$ cat src/verilog/sp_defines.svh
// Offsets, field positions, codes and cycle counts of the self-program unit
`ifndef SP_DEFINES_SVH
`define SP_DEFINES_SVH

// Register indices; byte address is four times the index
`define SP_CTRL_IDX 6'h37
`define SP_LOCK_IDX 6'h38

// Control register field positions
`define SP_BIT_ENABLE 0
`define SP_BIT_ERASE 1
`define SP_BIT_WRITE 2
`define SP_BIT_LOCKSET 3
`define SP_BIT_REENABLE 4
`define SP_BIT_IRQ_EN 7

// Legal lower-five-bit command codes
`define SP_CODE_REENABLE 5'h11
`define SP_CODE_LOCKSET 5'h09
`define SP_CODE_WRITE 5'h05
`define SP_CODE_ERASE 5'h03
`define SP_CODE_FILL 5'h01

// Lock byte field positions
`define SP_LK_MEM_LOW 0
`define SP_LK_MEM_HIGH 1
`define SP_LK_APP_LOW 2
`define SP_LK_APP_HIGH 3
`define SP_LK_BOOT_LOW 4
`define SP_LK_BOOT_HIGH 5

// Reset values
`define SP_CTRL_RESET 8'h00
`define SP_LOCK_RESET 6'h3f
`define SP_LOCK_PAD 2'h3

// Cycle windows after a control write
`define SP_STORE_WINDOW 3'h4
`define SP_LOAD_WINDOW 2'h3

`endif

$ cat src/verilog/sp_pkg.sv
// Types shared by the self-program unit
package sp_pkg;

  // Operation handed to the flash array
  typedef enum logic [2:0] {
    SP_OP_NONE,
    SP_OP_FILL,
    SP_OP_ERASE,
    SP_OP_WRITE,
    SP_OP_LOCK
  } sp_op_t;

  // Command pulse to the flash array
  typedef struct packed {
    sp_op_t op;
    logic [15:0] ptr;
    logic [15:0] data;
  } sp_flash_cmd_t;

  // Protection levels seen by the programming ports
  typedef struct packed {
    logic write_block;
    logic verify_block;
    logic fuse_lock;
    logic boot_lock_lock;
  } sp_prot_t;

endpackage : sp_pkg

$ cat src/verilog/sp_self_program.sv
// Self-program control, page buffer and lock bits with Avalon-MM slave
`timescale 1ns/1ns
`include "sp_defines.svh"

module sp_self_program #(
  parameter int WORD_BITS = 5,
  parameter int NO_READWHILEWRITE_SECTION_PAGE = 96,
  parameter int BOOT_PAGE = 96,
  parameter bit HAS_BOOT = 1'b1
) (
  input wire logic mclk_in,
  input wire logic rstn_in,
  input wire logic [7:0] avs_address_in,
  input wire logic avs_read_in,
  input wire logic avs_write_in,
  input wire logic [31:0] avs_writedata_in,
  output logic [31:0] avs_readdata_out,
  output logic avs_waitrequest_out,
  input wire logic store_in,
  input wire logic load_in,
  input wire logic [15:0] ptr_in,
  input wire logic [15:0] data_pair_in,
  input wire logic gie_in,
  input wire logic exec_boot_in,
  input wire logic vectors_boot_in,
  input wire logic selfprog_fuse_in,
  input wire logic [7:0] fuse_low_in,
  input wire logic chip_erase_in,
  input wire logic flash_done_in,
  input wire logic [WORD_BITS-1:0] buf_rd_idx_in,
  output logic [15:0] buf_rd_data_out,
  output sp_pkg::sp_flash_cmd_t flash_cmd_out,
  output logic section_busy_out,
  output logic cpu_halt_out,
  output logic store_irq_out,
  output logic irq_suppress_out,
  output logic [7:0] load_data_out,
  output logic load_valid_out,
  output logic load_denied_out,
  output logic store_denied_out,
  output sp_pkg::sp_prot_t prot_out
);

  localparam int WORDS = 1 << WORD_BITS;
  localparam int PG_BITS = 15 - WORD_BITS;

  logic wait_reg;
  logic [31:0] rdata_reg;
  logic irq_en_reg;
  logic [4:0] cmd_reg;
  logic [2:0] win_reg;
  logic [1:0] lwin_reg;
  logic flash_reg;
  logic halt_reg;
  logic busy_reg;
  logic filled_reg;
  logic [5:0] lock_reg;
  logic [15:0] buf_reg [WORDS];
  logic [15:0] bufq_reg;
  sp_pkg::sp_flash_cmd_t fcmd_reg;
  logic irq_reg;
  logic supp_reg;
  logic [7:0] ldata_reg;
  logic lvalid_reg;
  logic ldeny_reg;
  logic sdeny_reg;
  sp_pkg::sp_prot_t prot_reg;

  logic acc_go;
  logic ctrl_wr;
  logic [4:0] wr_low;
  logic legal;
  logic store_go;
  logic [PG_BITS-1:0] page;
  logic in_boot;
  logic in_no_readwhilewrite_section;
  logic sect_ok;
  logic launch;
  logic fill_go;
  logic lock_go;
  logic reen_go;
  logic [7:0] ctrl_rd;

  // Bus handshake and decode
  assign acc_go = (avs_read_in | avs_write_in) & ~wait_reg;
  assign ctrl_wr = acc_go & avs_write_in &
    avs_address_in[7:2] == `SP_CTRL_IDX & avs_address_in[1:0] == 2'h0;
  assign wr_low = avs_writedata_in[4:0];
  assign ctrl_rd = {irq_en_reg, busy_reg, 1'b0, cmd_reg};

  // Legal command codes
  always_comb
  begin
    case (wr_low)
      `SP_CODE_REENABLE, `SP_CODE_LOCKSET, `SP_CODE_WRITE,
      `SP_CODE_ERASE, `SP_CODE_FILL: legal = 1'b1;
      default: legal = 1'b0;
    endcase
  end

  // Target page and section checks
  assign page = ptr_in[15:WORD_BITS+1];
  assign in_boot = HAS_BOOT && page >= PG_BITS'(BOOT_PAGE);
  assign in_no_readwhilewrite_section = page >= PG_BITS'(NO_READWHILEWRITE_SECTION_PAGE);
  assign sect_ok = in_boot ? lock_reg[`SP_LK_BOOT_LOW] :
    lock_reg[`SP_LK_APP_LOW];
  assign store_go = store_in & cmd_reg[`SP_BIT_ENABLE] & win_reg != 3'h0 &
    ~flash_reg & (HAS_BOOT || ~selfprog_fuse_in);
  assign launch = store_go & (cmd_reg == `SP_CODE_ERASE |
    cmd_reg == `SP_CODE_WRITE) & (!HAS_BOOT || sect_ok);
  assign fill_go = store_go & cmd_reg == `SP_CODE_FILL;
  assign lock_go = store_go & cmd_reg == `SP_CODE_LOCKSET;
  assign reen_go = store_go & cmd_reg == `SP_CODE_REENABLE;

  // Avalon slave: one wait cycle, then answer
  always_ff @(posedge mclk_in or negedge rstn_in)
  begin
    if (!rstn_in)
    begin
      wait_reg <= 1'b1;
      rdata_reg <= 32'h0;
    end
    else
    begin
      wait_reg <= ~((avs_read_in | avs_write_in) & wait_reg);
      if (avs_read_in & wait_reg & avs_address_in[1:0] == 2'h0)
      begin
        if (avs_address_in[7:2] == `SP_CTRL_IDX)
          rdata_reg <= {24'h0, ctrl_rd};
        else if (avs_address_in[7:2] == `SP_LOCK_IDX)
          rdata_reg <= {24'h0, `SP_LOCK_PAD, lock_reg};
        else
          rdata_reg <= 32'h0;
      end
      else if (avs_read_in & wait_reg)
        rdata_reg <= 32'h0;
    end
  end

  // Command bits and store window
  always_ff @(posedge mclk_in or negedge rstn_in)
  begin
    if (!rstn_in)
    begin
      irq_en_reg <= 1'(`SP_CTRL_RESET >> `SP_BIT_IRQ_EN);
      cmd_reg <= 5'(`SP_CTRL_RESET);
      win_reg <= 3'h0;
      lwin_reg <= 2'h0;
    end
    else
    begin
      if (ctrl_wr)
        irq_en_reg <= avs_writedata_in[`SP_BIT_IRQ_EN];
      if (lwin_reg != 2'h0)
        lwin_reg <= lwin_reg - 2'h1;
      if (flash_reg)
      begin
        if (flash_done_in)
          cmd_reg <= 5'h0;
      end
      else if (ctrl_wr & legal)
      begin
        cmd_reg <= wr_low;
        win_reg <= `SP_STORE_WINDOW;
        lwin_reg <= wr_low == `SP_CODE_LOCKSET ? `SP_LOAD_WINDOW : 2'h0;
      end
      else if (store_go)
      begin
        win_reg <= 3'h0;
        if (!launch)
          cmd_reg <= 5'h0;
      end
      else if (win_reg != 3'h0)
      begin
        win_reg <= win_reg - 3'h1;
        if (win_reg == 3'h1)
          cmd_reg <= 5'h0;
      end
    end
  end

  // Running erase or write, CPU halt
  always_ff @(posedge mclk_in or negedge rstn_in)
  begin
    if (!rstn_in)
    begin
      flash_reg <= 1'b0;
      halt_reg <= 1'b0;
    end
    else if (flash_reg & flash_done_in)
    begin
      flash_reg <= 1'b0;
      halt_reg <= 1'b0;
    end
    else if (launch)
    begin
      flash_reg <= 1'b1;
      halt_reg <= in_no_readwhilewrite_section;
    end
  end

  // Section busy flag
  always_ff @(posedge mclk_in or negedge rstn_in)
  begin
    if (!rstn_in)
      busy_reg <= 1'b0;
    else if (launch & ~in_no_readwhilewrite_section)
      busy_reg <= 1'b1;
    else if (reen_go | fill_go)
      busy_reg <= 1'b0;
  end

  // Temporary page buffer
  always_ff @(posedge mclk_in or negedge rstn_in)
  begin
    if (!rstn_in)
    begin
      filled_reg <= 1'b0;
      bufq_reg <= 16'h0;
      for (int i = 0; i < WORDS; i++)
        buf_reg[i] <= 16'h0;
    end
    else
    begin
      bufq_reg <= buf_reg[buf_rd_idx_in];
      if ((ctrl_wr & wr_low == `SP_CODE_REENABLE & filled_reg) |
          (flash_reg & flash_done_in & fcmd_reg.op == sp_pkg::SP_OP_WRITE))
      begin
        filled_reg <= 1'b0;
        for (int i = 0; i < WORDS; i++)
          buf_reg[i] <= 16'h0;
      end
      else if (fill_go)
      begin
        filled_reg <= 1'b1;
        buf_reg[ptr_in[WORD_BITS:1]] <= data_pair_in;
      end
    end
  end

  // Command pulse to flash array
  always_ff @(posedge mclk_in or negedge rstn_in)
  begin
    if (!rstn_in)
      fcmd_reg <= '{op: sp_pkg::SP_OP_NONE, ptr: 16'h0, data: 16'h0};
    else if (store_go)
    begin
      fcmd_reg.ptr <= ptr_in;
      fcmd_reg.data <= data_pair_in;
      if (launch)
        fcmd_reg.op <= cmd_reg == `SP_CODE_WRITE ? sp_pkg::SP_OP_WRITE :
          sp_pkg::SP_OP_ERASE;
      else if (fill_go)
        fcmd_reg.op <= sp_pkg::SP_OP_FILL;
      else if (lock_go)
        fcmd_reg.op <= sp_pkg::SP_OP_LOCK;
      else
        fcmd_reg.op <= sp_pkg::SP_OP_NONE;
    end
    else if (!flash_reg)
      fcmd_reg.op <= sp_pkg::SP_OP_NONE;
  end

  // Lock bits
  always_ff @(posedge mclk_in or negedge rstn_in)
  begin
    if (!rstn_in)
      lock_reg <= `SP_LOCK_RESET;
    else if (chip_erase_in)
      lock_reg <= `SP_LOCK_RESET;
    else if (lock_go)
      lock_reg <= lock_reg & data_pair_in[5:0];
  end

  // Load path: lock/fuse reads and read protection
  always_ff @(posedge mclk_in or negedge rstn_in)
  begin
    if (!rstn_in)
    begin
      ldata_reg <= 8'h0;
      lvalid_reg <= 1'b0;
      ldeny_reg <= 1'b0;
    end
    else
    begin
      lvalid_reg <= 1'b0;
      ldeny_reg <= 1'b0;
      // lock or fuse by bit zero
      if (load_in & lwin_reg != 2'h0 & cmd_reg == `SP_CODE_LOCKSET)
      begin
        lvalid_reg <= 1'b1;
        ldata_reg <= ptr_in[0] ? {`SP_LOCK_PAD, lock_reg} : fuse_low_in;
      end
      else if (load_in)
        ldeny_reg <= (HAS_BOOT && (
          (exec_boot_in & ~in_boot & ~lock_reg[`SP_LK_APP_HIGH]) |
          (~exec_boot_in & in_boot & ~lock_reg[`SP_LK_BOOT_HIGH]))) |
          (busy_reg & ~in_no_readwhilewrite_section);
    end
  end

  // Interrupts, refused stores, protection levels
  always_ff @(posedge mclk_in or negedge rstn_in)
  begin
    if (!rstn_in)
    begin
      irq_reg <= 1'b0;
      supp_reg <= 1'b0;
      sdeny_reg <= 1'b0;
      prot_reg <= '0;
    end
    else
    begin
      irq_reg <= irq_en_reg & gie_in & ~cmd_reg[`SP_BIT_ENABLE];
      supp_reg <= HAS_BOOT && (
        (vectors_boot_in & ~exec_boot_in & ~lock_reg[`SP_LK_APP_HIGH]) |
        (~vectors_boot_in & exec_boot_in & ~lock_reg[`SP_LK_BOOT_HIGH]));
      sdeny_reg <= store_in & ~store_go |
        store_go & (cmd_reg == `SP_CODE_ERASE |
        cmd_reg == `SP_CODE_WRITE) & ~launch;
      prot_reg.write_block <= ~lock_reg[`SP_LK_MEM_LOW];
      prot_reg.fuse_lock <= ~lock_reg[`SP_LK_MEM_LOW];
      prot_reg.verify_block <= ~lock_reg[`SP_LK_MEM_LOW] &
        ~lock_reg[`SP_LK_MEM_HIGH];
      prot_reg.boot_lock_lock <= ~lock_reg[`SP_LK_MEM_LOW] &
        ~lock_reg[`SP_LK_MEM_HIGH];
    end
  end

  // Outputs straight from flops
  assign avs_waitrequest_out = wait_reg;
  assign avs_readdata_out = rdata_reg;
  assign buf_rd_data_out = bufq_reg;
  assign flash_cmd_out = fcmd_reg;
  assign section_busy_out = busy_reg;
  assign cpu_halt_out = halt_reg;
  assign store_irq_out = irq_reg;
  assign irq_suppress_out = supp_reg;
  assign load_data_out = ldata_reg;
  assign load_valid_out = lvalid_reg;
  assign load_denied_out = ldeny_reg;
  assign store_denied_out = sdeny_reg;
  assign prot_out = prot_reg;

  // Checks next to the logic
  window_expiry_a: assert property (
    @(posedge mclk_in) disable iff (!rstn_in)
    ctrl_wr & legal & ~flash_reg ##1 (~store_in & ~ctrl_wr)[*4]
    |=> cmd_reg == 5'h0)
    else $error("enable bit survived its window");
  busy_set_a: assert property (
    @(posedge mclk_in) disable iff (!rstn_in)
    launch & ~in_no_readwhilewrite_section |=> busy_reg & flash_reg)
    else $error("busy flag not set on section operation");
  busy_fill_a: assert property (
    @(posedge mclk_in) disable iff (!rstn_in)
    fill_go |=> ~busy_reg)
    else $error("busy flag not cleared by buffer fill");
  irq_level_a: assert property (
    @(posedge mclk_in) disable iff (!rstn_in)
    store_irq_out |-> $past(irq_en_reg) & $past(gie_in) &
      ~$past(cmd_reg[0]))
    else $error("ready irq without its causes");
  reserved_zero_a: assert property (
    @(posedge mclk_in) disable iff (!rstn_in)
    ~wait_reg & $past(avs_address_in[7:2] == `SP_CTRL_IDX) &
      $past(avs_read_in) |-> avs_readdata_out[5] == 1'b0)
    else $error("reserved control bit read as one");
  illegal_write_a: assert property (
    @(posedge mclk_in) disable iff (!rstn_in)
    ctrl_wr & ~legal & ~store_in & win_reg == 3'h0 & ~flash_reg
    |=> cmd_reg == $past(cmd_reg))
    else $error("illegal command code changed control bits");
  lock_rise_a: assert property (
    @(posedge mclk_in) disable iff (!rstn_in)
    ~chip_erase_in |=> (lock_reg & ~$past(lock_reg)) == 6'h0)
    else $error("lock bit returned to one without chip erase");
  halt_hold_a: assert property (
    @(posedge mclk_in) disable iff (!rstn_in)
    cpu_halt_out |-> flash_reg & cmd_reg[0])
    else $error("cpu halted with no page operation");
  late_store_a: assert property (
    @(posedge mclk_in) disable iff (!rstn_in)
    store_in & win_reg == 3'h0 & ~flash_reg
    |=> flash_cmd_out.op == sp_pkg::SP_OP_NONE)
    else $error("store outside window started an operation");
  prot_mode_a: assert property (
    @(posedge mclk_in) disable iff (!rstn_in)
    lock_reg[1:0] == 2'h0 ##1 lock_reg[1:0] == 2'h0
    |-> prot_out.verify_block & prot_out.write_block)
    else $error("mode 3 protection missing");

endmodule : sp_self_program
$ cat config.mk
export PLATFORM = sky130hd
export DESIGN_NAME = sp_self_program
export DESIGN_NICKNAME = d
export VERILOG_FILES = /design/src/verilog/sp_pkg.sv /design/src/verilog/sp_self_program.sv
export VERILOG_INCLUDE_DIRS = /design/src /design/src/verilog
export SDC_FILE = /design/constraint.sdc
export NUM_CORES = 1
export LEC_CHECK = 0
export BUFFER_PORTS_ARGS = -buffer_cell sky130_fd_sc_hd__buf_2
export CORE_MARGIN = 5
export CORE_UTILIZATION = 50
export CTS_CLUSTER_SIZE = 28
export DETAILED_ROUTE_END_ITERATION = 10
export GPL_TIMING_DRIVEN = 0
export PLACE_DENSITY_LB_ADDON = 0.08
export SYNTH_ARGS = -nofsm -noshare
export SYNTH_HDL_FRONTEND = slang
export SYNTH_SLANG_ARGS = --single-unit
$ cat constraint.sdc
create_clock -name mclk_in -period 4.5 [get_ports mclk_in]
set_input_delay 0.225 -clock mclk_in [delete_from_list [all_inputs] [get_ports mclk_in]]
set_output_delay 0.225 -clock mclk_in [all_outputs]
set_load 0.005 [all_outputs]
==> impl_metrics.py, run 1 <==
metrics = {
    "status": {
        "status": "complete, but fails checks",
        "violations": "max-capacitance violations",
    },
    "logic_synthesis": {
        "synth_simple_gate_area_share_pct": 17.3,
        "commonest_register_cell_after_synthesis": "dfrtp_1",
        "yosysSeqAreaShare_pct": 52.8,
        "post_synth_xor_area_fraction_pct": 0.0304,
        "postSynthCellCount": 2872,
        "largest_family_of_logic_cells_by_synthesized_area": "simple AND/OR/NAND/NOR gates",
        "yosysUniqueCellTypes": 56,
        "mappedNetlistArea_um2": 28900,
        "yosys_warnings": 0,
        "synthArstFlopShare_pct": 100,
        "yosys_register_bits": 608,
        "synth_compound_gate_area_share_pct": 8.88,
        "synth.area.mux_share_pct": 16.2,
        "synth_adder_area_share_pct": 0.165,
        "synth_enable_flop_cells": 0,
        "synth.avg_cell_area_um2": 10.0,
    },
    "sta": {
        "holdWs_ns": 0.0440,
        "min_period_ns": 3.98,
        "finalSetupViolCount": 0,
        "clock_skew_ns": 0.0167,
        "timing.slew.headroom_pct": 0.163,
        "final_max_slew_viol_count": 0,
        "finalHoldViolCount": 0,
        "worst_pin_slew_ns": 1.50,
        "fmax_mhz": 251,
        "rsz_0062_raised_after_global_routing": "false",
        "finalSetupTns_ns": 0,
        "fin_ws_ns": 0.516,
        "final.period_utilization_pct": 88.5,
    },
    "clock_tree": {
        "cts_setup_buffers": 0,
        "cts_buffer_depth": 3,
        "cts_htree_levels": 3,
        "clk_pin_slew_worst_paths_ns": 0.06,
        "clock-root-buffer": "clkbuf_16",
        "cts.repair.resized": 0,
        "clkLatencyLatePin_ns": 0.61,
        "cts-buffers-inserted": 69,
        "clock-sinks": 608,
        "cts_tree": "done",
        "cts_hold_buf": 35,
    },
    "finish": {
        "layout.filler_cells": 4971,
        "largest_reg_flops": 512,
        "area.sequential_um2": 15200,
        "drive_gt1_share_pct": 16.8,
        "design.final.nets": 3234,
        "finalInstanceArea_um2": 33400,
        "multiInputGateArea_um2": 12400,
        "synthToLayoutAreaGrowth_pct": 15.7,
    },
    "route": {
        "routed_wl_mm": 97.3,
        "via_per_inst": 5.89,
        "drt_iter0_drc": 2550,
        "vias": 23300,
        "avgRoutedWirePerCell_um": 24.6,
        "drc": 0,
        "first_pass_iters": 6,
        "drt.antenna.violating_nets": 0,
    },
    "floorplan": {
        "die_w_um": 250,
        "fp.dieArea_um2": 62600,
        "fp.dieH_um": 250,
        "core_um2": 57500,
        "placementRows": 88,
        "initial_core_util_pct": 50.2,
        "ioPinCount": 200,
    },
    "critical_path": {
        "cp.required_ns": 4.96,
        "highest_delay_cell_along_the_critical_path": "o21ai_1",
        "timing.critical_path.mode_cell": "clkbuf_1",
        "path_max_fanout": 10,
        "criticalPathCategory": "flip-flop to flip-flop",
        "cp_data_arrival_time_ns": 4.44,
        "startpoint_type": "flip-flop",
        "timing.critical_path.slowest_cell_delay_ns": 1.06,
        "worstPathBufferInverterCount": 2,
        "crit_chain": "nor4b_1, nand4_1, o21ai_1, clkbuf_1, clkbuf_1, nor2_1",
        "worstSetupEndpointType": "flip-flop",
        "worst_path_dominant_cell_family": "buffers and inverters",
    },
    "worst_hold_path": {
        "timing.hold.worst.class": "primary input to async pin",
    },
    "flow_run": {
        "timing.max_cap.violations": 1,
    },
    "global_route": {
        "grt_max_degree": 126,
        "first_global_vias": 23200,
        "globalRouteOverflowTotal": 0,
        "wire_length_of_the_first_global_routing_pass_mm": 147,
        "antenna_violations_before_repair": 4,
        "grt_usage_pct": 30.9,
    },
    "placement": {
        "pre_cts_slack_ns": 0.592,
        "detailedPlacementHpwl_mm": 74.2,
        "port-buffer-count": 127,
        "gp_routability_congestion": 0.953,
        "postPlaceCellArea_um2": 30700,
    },
    "pwr": {
        "static_leakage_uw": 0.0149,
        "power.density_nw_per_um2": 361,
        "power.total_uw": 12100,
        "vdd_drop_max_mv": 0.274,
    },
}
[cells in the final DEF (no fill, tap or decap), types with 16 or more instances in the layout]
cell,instances
mux2i_1,86
buf_2,161
o21ai_0,20
mux4_2,160
conb_1,24
clkinv_2,16
nand2_1,985
dfrtp_1,601
clkbuf_8,17
mux2_2,18
nor4_2,23
a21oi_1,443
clkbuf_16,73
buf_1,34
clkbuf_1,201
dlygate4sd3_1,35
buf_4,26
nor2_1,99
[cells in the mapped netlist (2+ instances only)]
master	count	share of area, %
nand2_1	985	13
dfrtp_1	601	52
a21oi_1	443	7.7
clkbuf_1	192	2.5
mux4_2	160	12
nor2_1	99	1.3
mux2i_1	86	3.0
buf_2	35	0.61
buf_1	34	0.44
buf_4	26	0.68
nor4_2	22	0.95
o21ai_0	20	0.35
mux2_2	18	0.70
nand4_1	13	0.28
or4_1	13	0.34
nand2b_1	11	0.24
inv_1	9	0.12
and2_1	8	0.17
buf_6	8	0.31
dfstp_2	7	0.64
or3_1	7	0.15
a22oi_1	6	0.16
nand3_1	5	0.087
nand3b_1	5	0.13
nor3_1	5	0.087
a22o_1	4	0.12
nor3_4	4	0.23
a31oi_1	3	0.065
ha_1	3	0.13
nor2b_1	3	0.065
nor3_2	3	0.10
nor3b_1	3	0.078
nor4_1	3	0.065
a32o_1	2	0.069
nor4b_1	2	0.061
o21bai_1	2	0.052
o22ai_1	2	0.043
o31ai_1	2	0.052
[area by class of cell]
type,instances,share of cell area (%)
Sequential cell,608,45.6
Multi-Input combinational cell,1983,37.1
Clock buffer,99,6.27
Buffer,295,3.92
Timing Repair Buffer,168,3.41
Tap cell,765,2.87
Clock inverter,24,0.760
Inverter,9,0.101
Antenna cell,1,0.00749
[power by group]
part	switching [µW]	internal, µW	total, µW
combinational	500	220	720
clock	2300	3520	5820
sequential	20.7	5500	5520
total	2820	9240	12100
[cell families (layout without fill, tap and decap cells)]
family                     Yosys count  after routing
AOI/OAI and AO/OA                  494            494
xor gates and xnor gates             1              1
adders and majority gates            4              4
buffers and inverters              304            595
DFF                                608            608
muxes                              264            264
other                                1             25
and+or+nand+nor                   1196           1196
[path summary, 6_finish.rpt]
path / startpoint / endpoint / slack (ns) / cells after the start
max: avs_waitrequest_out / filled_reg / 0.52 / 6
max in group asynchronous: rstn_in / buf_reg[216] / 2.52 / 5
min reg2reg: flash_cmd_out[10] / flash_cmd_out[10] / 0.47 / 2
min: rstn_in / prot_out[1] / 0.04 / 2
max reg2reg: avs_waitrequest_out / filled_reg / 0.52 / 6
min in group mclk_in: avs_address_in[1] / irq_en_reg / 0.07 / 4
[metrics by stage]
step / instances / util [%]
6_report: 3952 / 58.1
2_1_floorplan: 2895 / -
4_1_cts: 3950 / 58.1
3_5_place_dp: 3792 / 53.4
3_3_place_gp: 3787 / 53.1
5_1_grt: 3951 / 58.1
[layer usage]
layer / GRT usage [%] / share of wire [%]
met2: 49.8 / 48
met3: 6.22 / 9.2
met4: 8.62 / 2.9
met5: 0 / 0
met1: 43.2 / 40
No activity file was read; power rests on OpenSTA's default activity.
==> run 2, diff against run 1 <==
--- a/config.mk
+++ b/config.mk
@@ -8,7 +8,7 @@
 export LEC_CHECK = 0
 export BUFFER_PORTS_ARGS = -buffer_cell sky130_fd_sc_hd__buf_2
 export CORE_MARGIN = 5
-export CORE_UTILIZATION = 50
+export CORE_UTILIZATION = 60
 export CTS_CLUSTER_SIZE = 28
 export DETAILED_ROUTE_END_ITERATION = 10
 export GPL_TIMING_DRIVEN = 0
==> run 2 against run 1 <==
Compared with the run above:
- the flow now finishes without violations
- final cell count decreased by 3.9%
- sequential cell count unchanged
- via count increased by 3.8%
- final area decreased by 0.55%
- fmax decreased by 3.0%
- register-to-register slack got worse by 0.12 ns
- sequential power about the same
- clock power increased by 2%
- die area decreased by 16%
- critical path type unchanged
- highest routed layer is now met5
==> impl_metrics.py, run 2 (synthesized netlist as in run 1, its figures left out) <==
metrics = {
    "clock_tree": {
        "cts-buffers-inserted": 67,
        "cts.repair.resized": 0,
        "clkLatencyLatePin_ns": 0.61,
        "clk_pin_slew_worst_paths_ns": 0.06,
        "cts_tree": "done",
        "cts_htree_levels": 3,
        "cts_buffer_depth": 3,
        "clock-sinks": 608,
        "cts_hold_buf": 35,
        "clock-root-buffer": "clkbuf_16",
        "cts_setup_buffers": 0,
    },
    "finish": {
        "final_cell_mix": "nand2_1, dfrtp_1, a21oi_1, clkbuf_1, buf_2",
        "drive_gt1_share_pct": 16.5,
        "mostFrequentLayoutCell": "nand2_1",
        "design.final.nets": 3232,
        "area.sequential_um2": 15200,
        "synthToLayoutAreaGrowth_pct": 15.1,
        "multiInputGateArea_um2": 12400,
        "largest_reg_flops": 512,
        "layout.filler_cells": 3584,
    },
    "critical_path": {
        "path_max_fanout": 10,
        "cp.required_ns": 4.95,
        "worstSetupEndpointType": "flip-flop",
        "highest_delay_cell_along_the_critical_path": "o21ai_1",
        "timing.critical_path.slowest_cell_delay_ns": 1.17,
        "startpoint_type": "flip-flop",
        "cp_data_arrival_time_ns": 4.56,
        "worst_path_dominant_cell_family": "buffers and inverters",
        "worstPathBufferInverterCount": 2,
        "crit_chain": "nor4b_1, nand4_1, o21ai_1, clkbuf_1, clkbuf_1, nor2_1",
        "criticalPathCategory": "flip-flop to flip-flop",
        "timing.critical_path.mode_cell": "clkbuf_1",
    },
    "placement": {
        "pre_cts_slack_ns": 0.596,
        "port-buffer-count": 127,
        "gp_routability_congestion": 1.00,
        "detailedPlacementHpwl_mm": 71.2,
    },
    "flow_run": {
        "timing.max_cap.violations": 0,
    },
    "route": {
        "via_per_inst": 6.36,
        "drc": 0,
        "drt_iter0_drc": 3409,
        "drt.antenna.violating_nets": 0,
        "first_pass_iters": 6,
        "vias": 24200,
        "routed_wl_mm": 97.1,
        "avgRoutedWirePerCell_um": 25.6,
    },
    "sta": {
        "min_period_ns": 4.11,
        "finalHoldViolCount": 0,
        "finalSetupViolCount": 0,
        "fin_ws_ns": 0.394,
        "holdWs_ns": 0.0334,
        "clock_skew_ns": 0.0138,
        "final_max_slew_viol_count": 0,
        "rsz_0062_raised_after_global_routing": "false",
        "finalSetupTns_ns": 0,
        "fmax_mhz": 244,
        "timing.slew.headroom_pct": 8.68,
        "worst_pin_slew_ns": 1.36,
        "final.period_utilization_pct": 91.3,
    },
    "global_route": {
        "globalRouteOverflowTotal": 0,
        "wire_length_of_the_first_global_routing_pass_mm": 147,
        "antenna_violations_before_repair": 8,
        "first_global_vias": 23800,
        "grt_max_degree": 128,
        "grt_usage_pct": 36.9,
    },
    "floorplan": {
        "ioPinCount": 200,
        "initial_core_util_pct": 60.6,
        "core_um2": 47600,
        "die_w_um": 229,
        "fp.dieH_um": 229,
        "placementRows": 80,
        "fp.dieArea_um2": 52600,
    },
    "status": {
        "status": "completed",
    },
    "pwr": {
        "static_leakage_uw": 0.0149,
        "vdd_drop_max_mv": 0.340,
        "power.density_nw_per_um2": 366,
    },
    "worst_hold_path": {
        "timing.hold.worst.class": "primary input to flip-flop",
    },
}
-- run 2: changes by cell type in the layout (fill, tap and decap cells not counted), moves of 2 or more --
cell,change
clkinv_2,-8
clkbuf_1,+3
bufinv_16,+3
clkbuf_8,-2
diode_2,+2
-- run 2: area by class of cell --
class	instances	share of cell area (%)
clock buffers	100	6.26
multi-input cells	1983	37.3
plain buffers	295	3.94
well taps	615	2.32
repair buffers	168	3.36
flip-flops and latches	608	45.8
clock inverters	18	0.893
inverters	9	0.102
diodes	3	0.0226
-- run 2: where the power goes --
group          internal (µW)  switching, µW  total [µW]
registers               5500           20.3        5520
logic                    217            496         713
clock network           3650           2270        5920
-- run 2: through the flow --
stage          instance area [µm²]  util [%]  power, µW  cells
5_1_grt                      33200      69.7      12500   3796
6_report                     33200      69.7      12200   3799
3_5_place_dp                 30500      63.9       6300   3641
3_3_place_gp                 30300      63.7       6270   3637
2_1_floorplan                28900         -       5970   2895
4_1_cts                      33200      69.7      12200   3794
-- run 2: metal layers --
| layer | wire length, µm | up-vias | global-route usage (%) |
|---|---|---|---|
| met5 | 98 | - | 0 |
| met4 | 4330 | 10 | 14.7 |
| met3 | 11100 | 302 | 11.0 |
| met2 | 45200 | 1496 | 57.1 |
| met1 | 36400 | 12100 | 49.8 |
| li1 | - | 10200 | - |
-- run 2: path summary, 6_finish.rpt --
kind / start / to / slack (ns) / cells past startpoint
worst max-delay path: avs_waitrequest_out / buf_reg[352] / 0.39 / 6
worst min-delay path: avs_address_in[1] / irq_en_reg / 0.03 / 4
worst max register to register: avs_waitrequest_out / buf_reg[352] / 0.39 / 6
worst min register to register: flash_cmd_out[12] / flash_cmd_out[12] / 0.47 / 2
max in group asynchronous: rstn_in / buf_reg[89] / 2.45 / 4
min in group asynchronous: rstn_in / avs_readdata_out[0] / 0.28 / 2
-- run 2: tightest hold or removal path, cell delays in order --
cell,delay [ns]
buf_2,0.09
nor4b_1,0.06
nand2_1,0.08
mux2_2,0.15
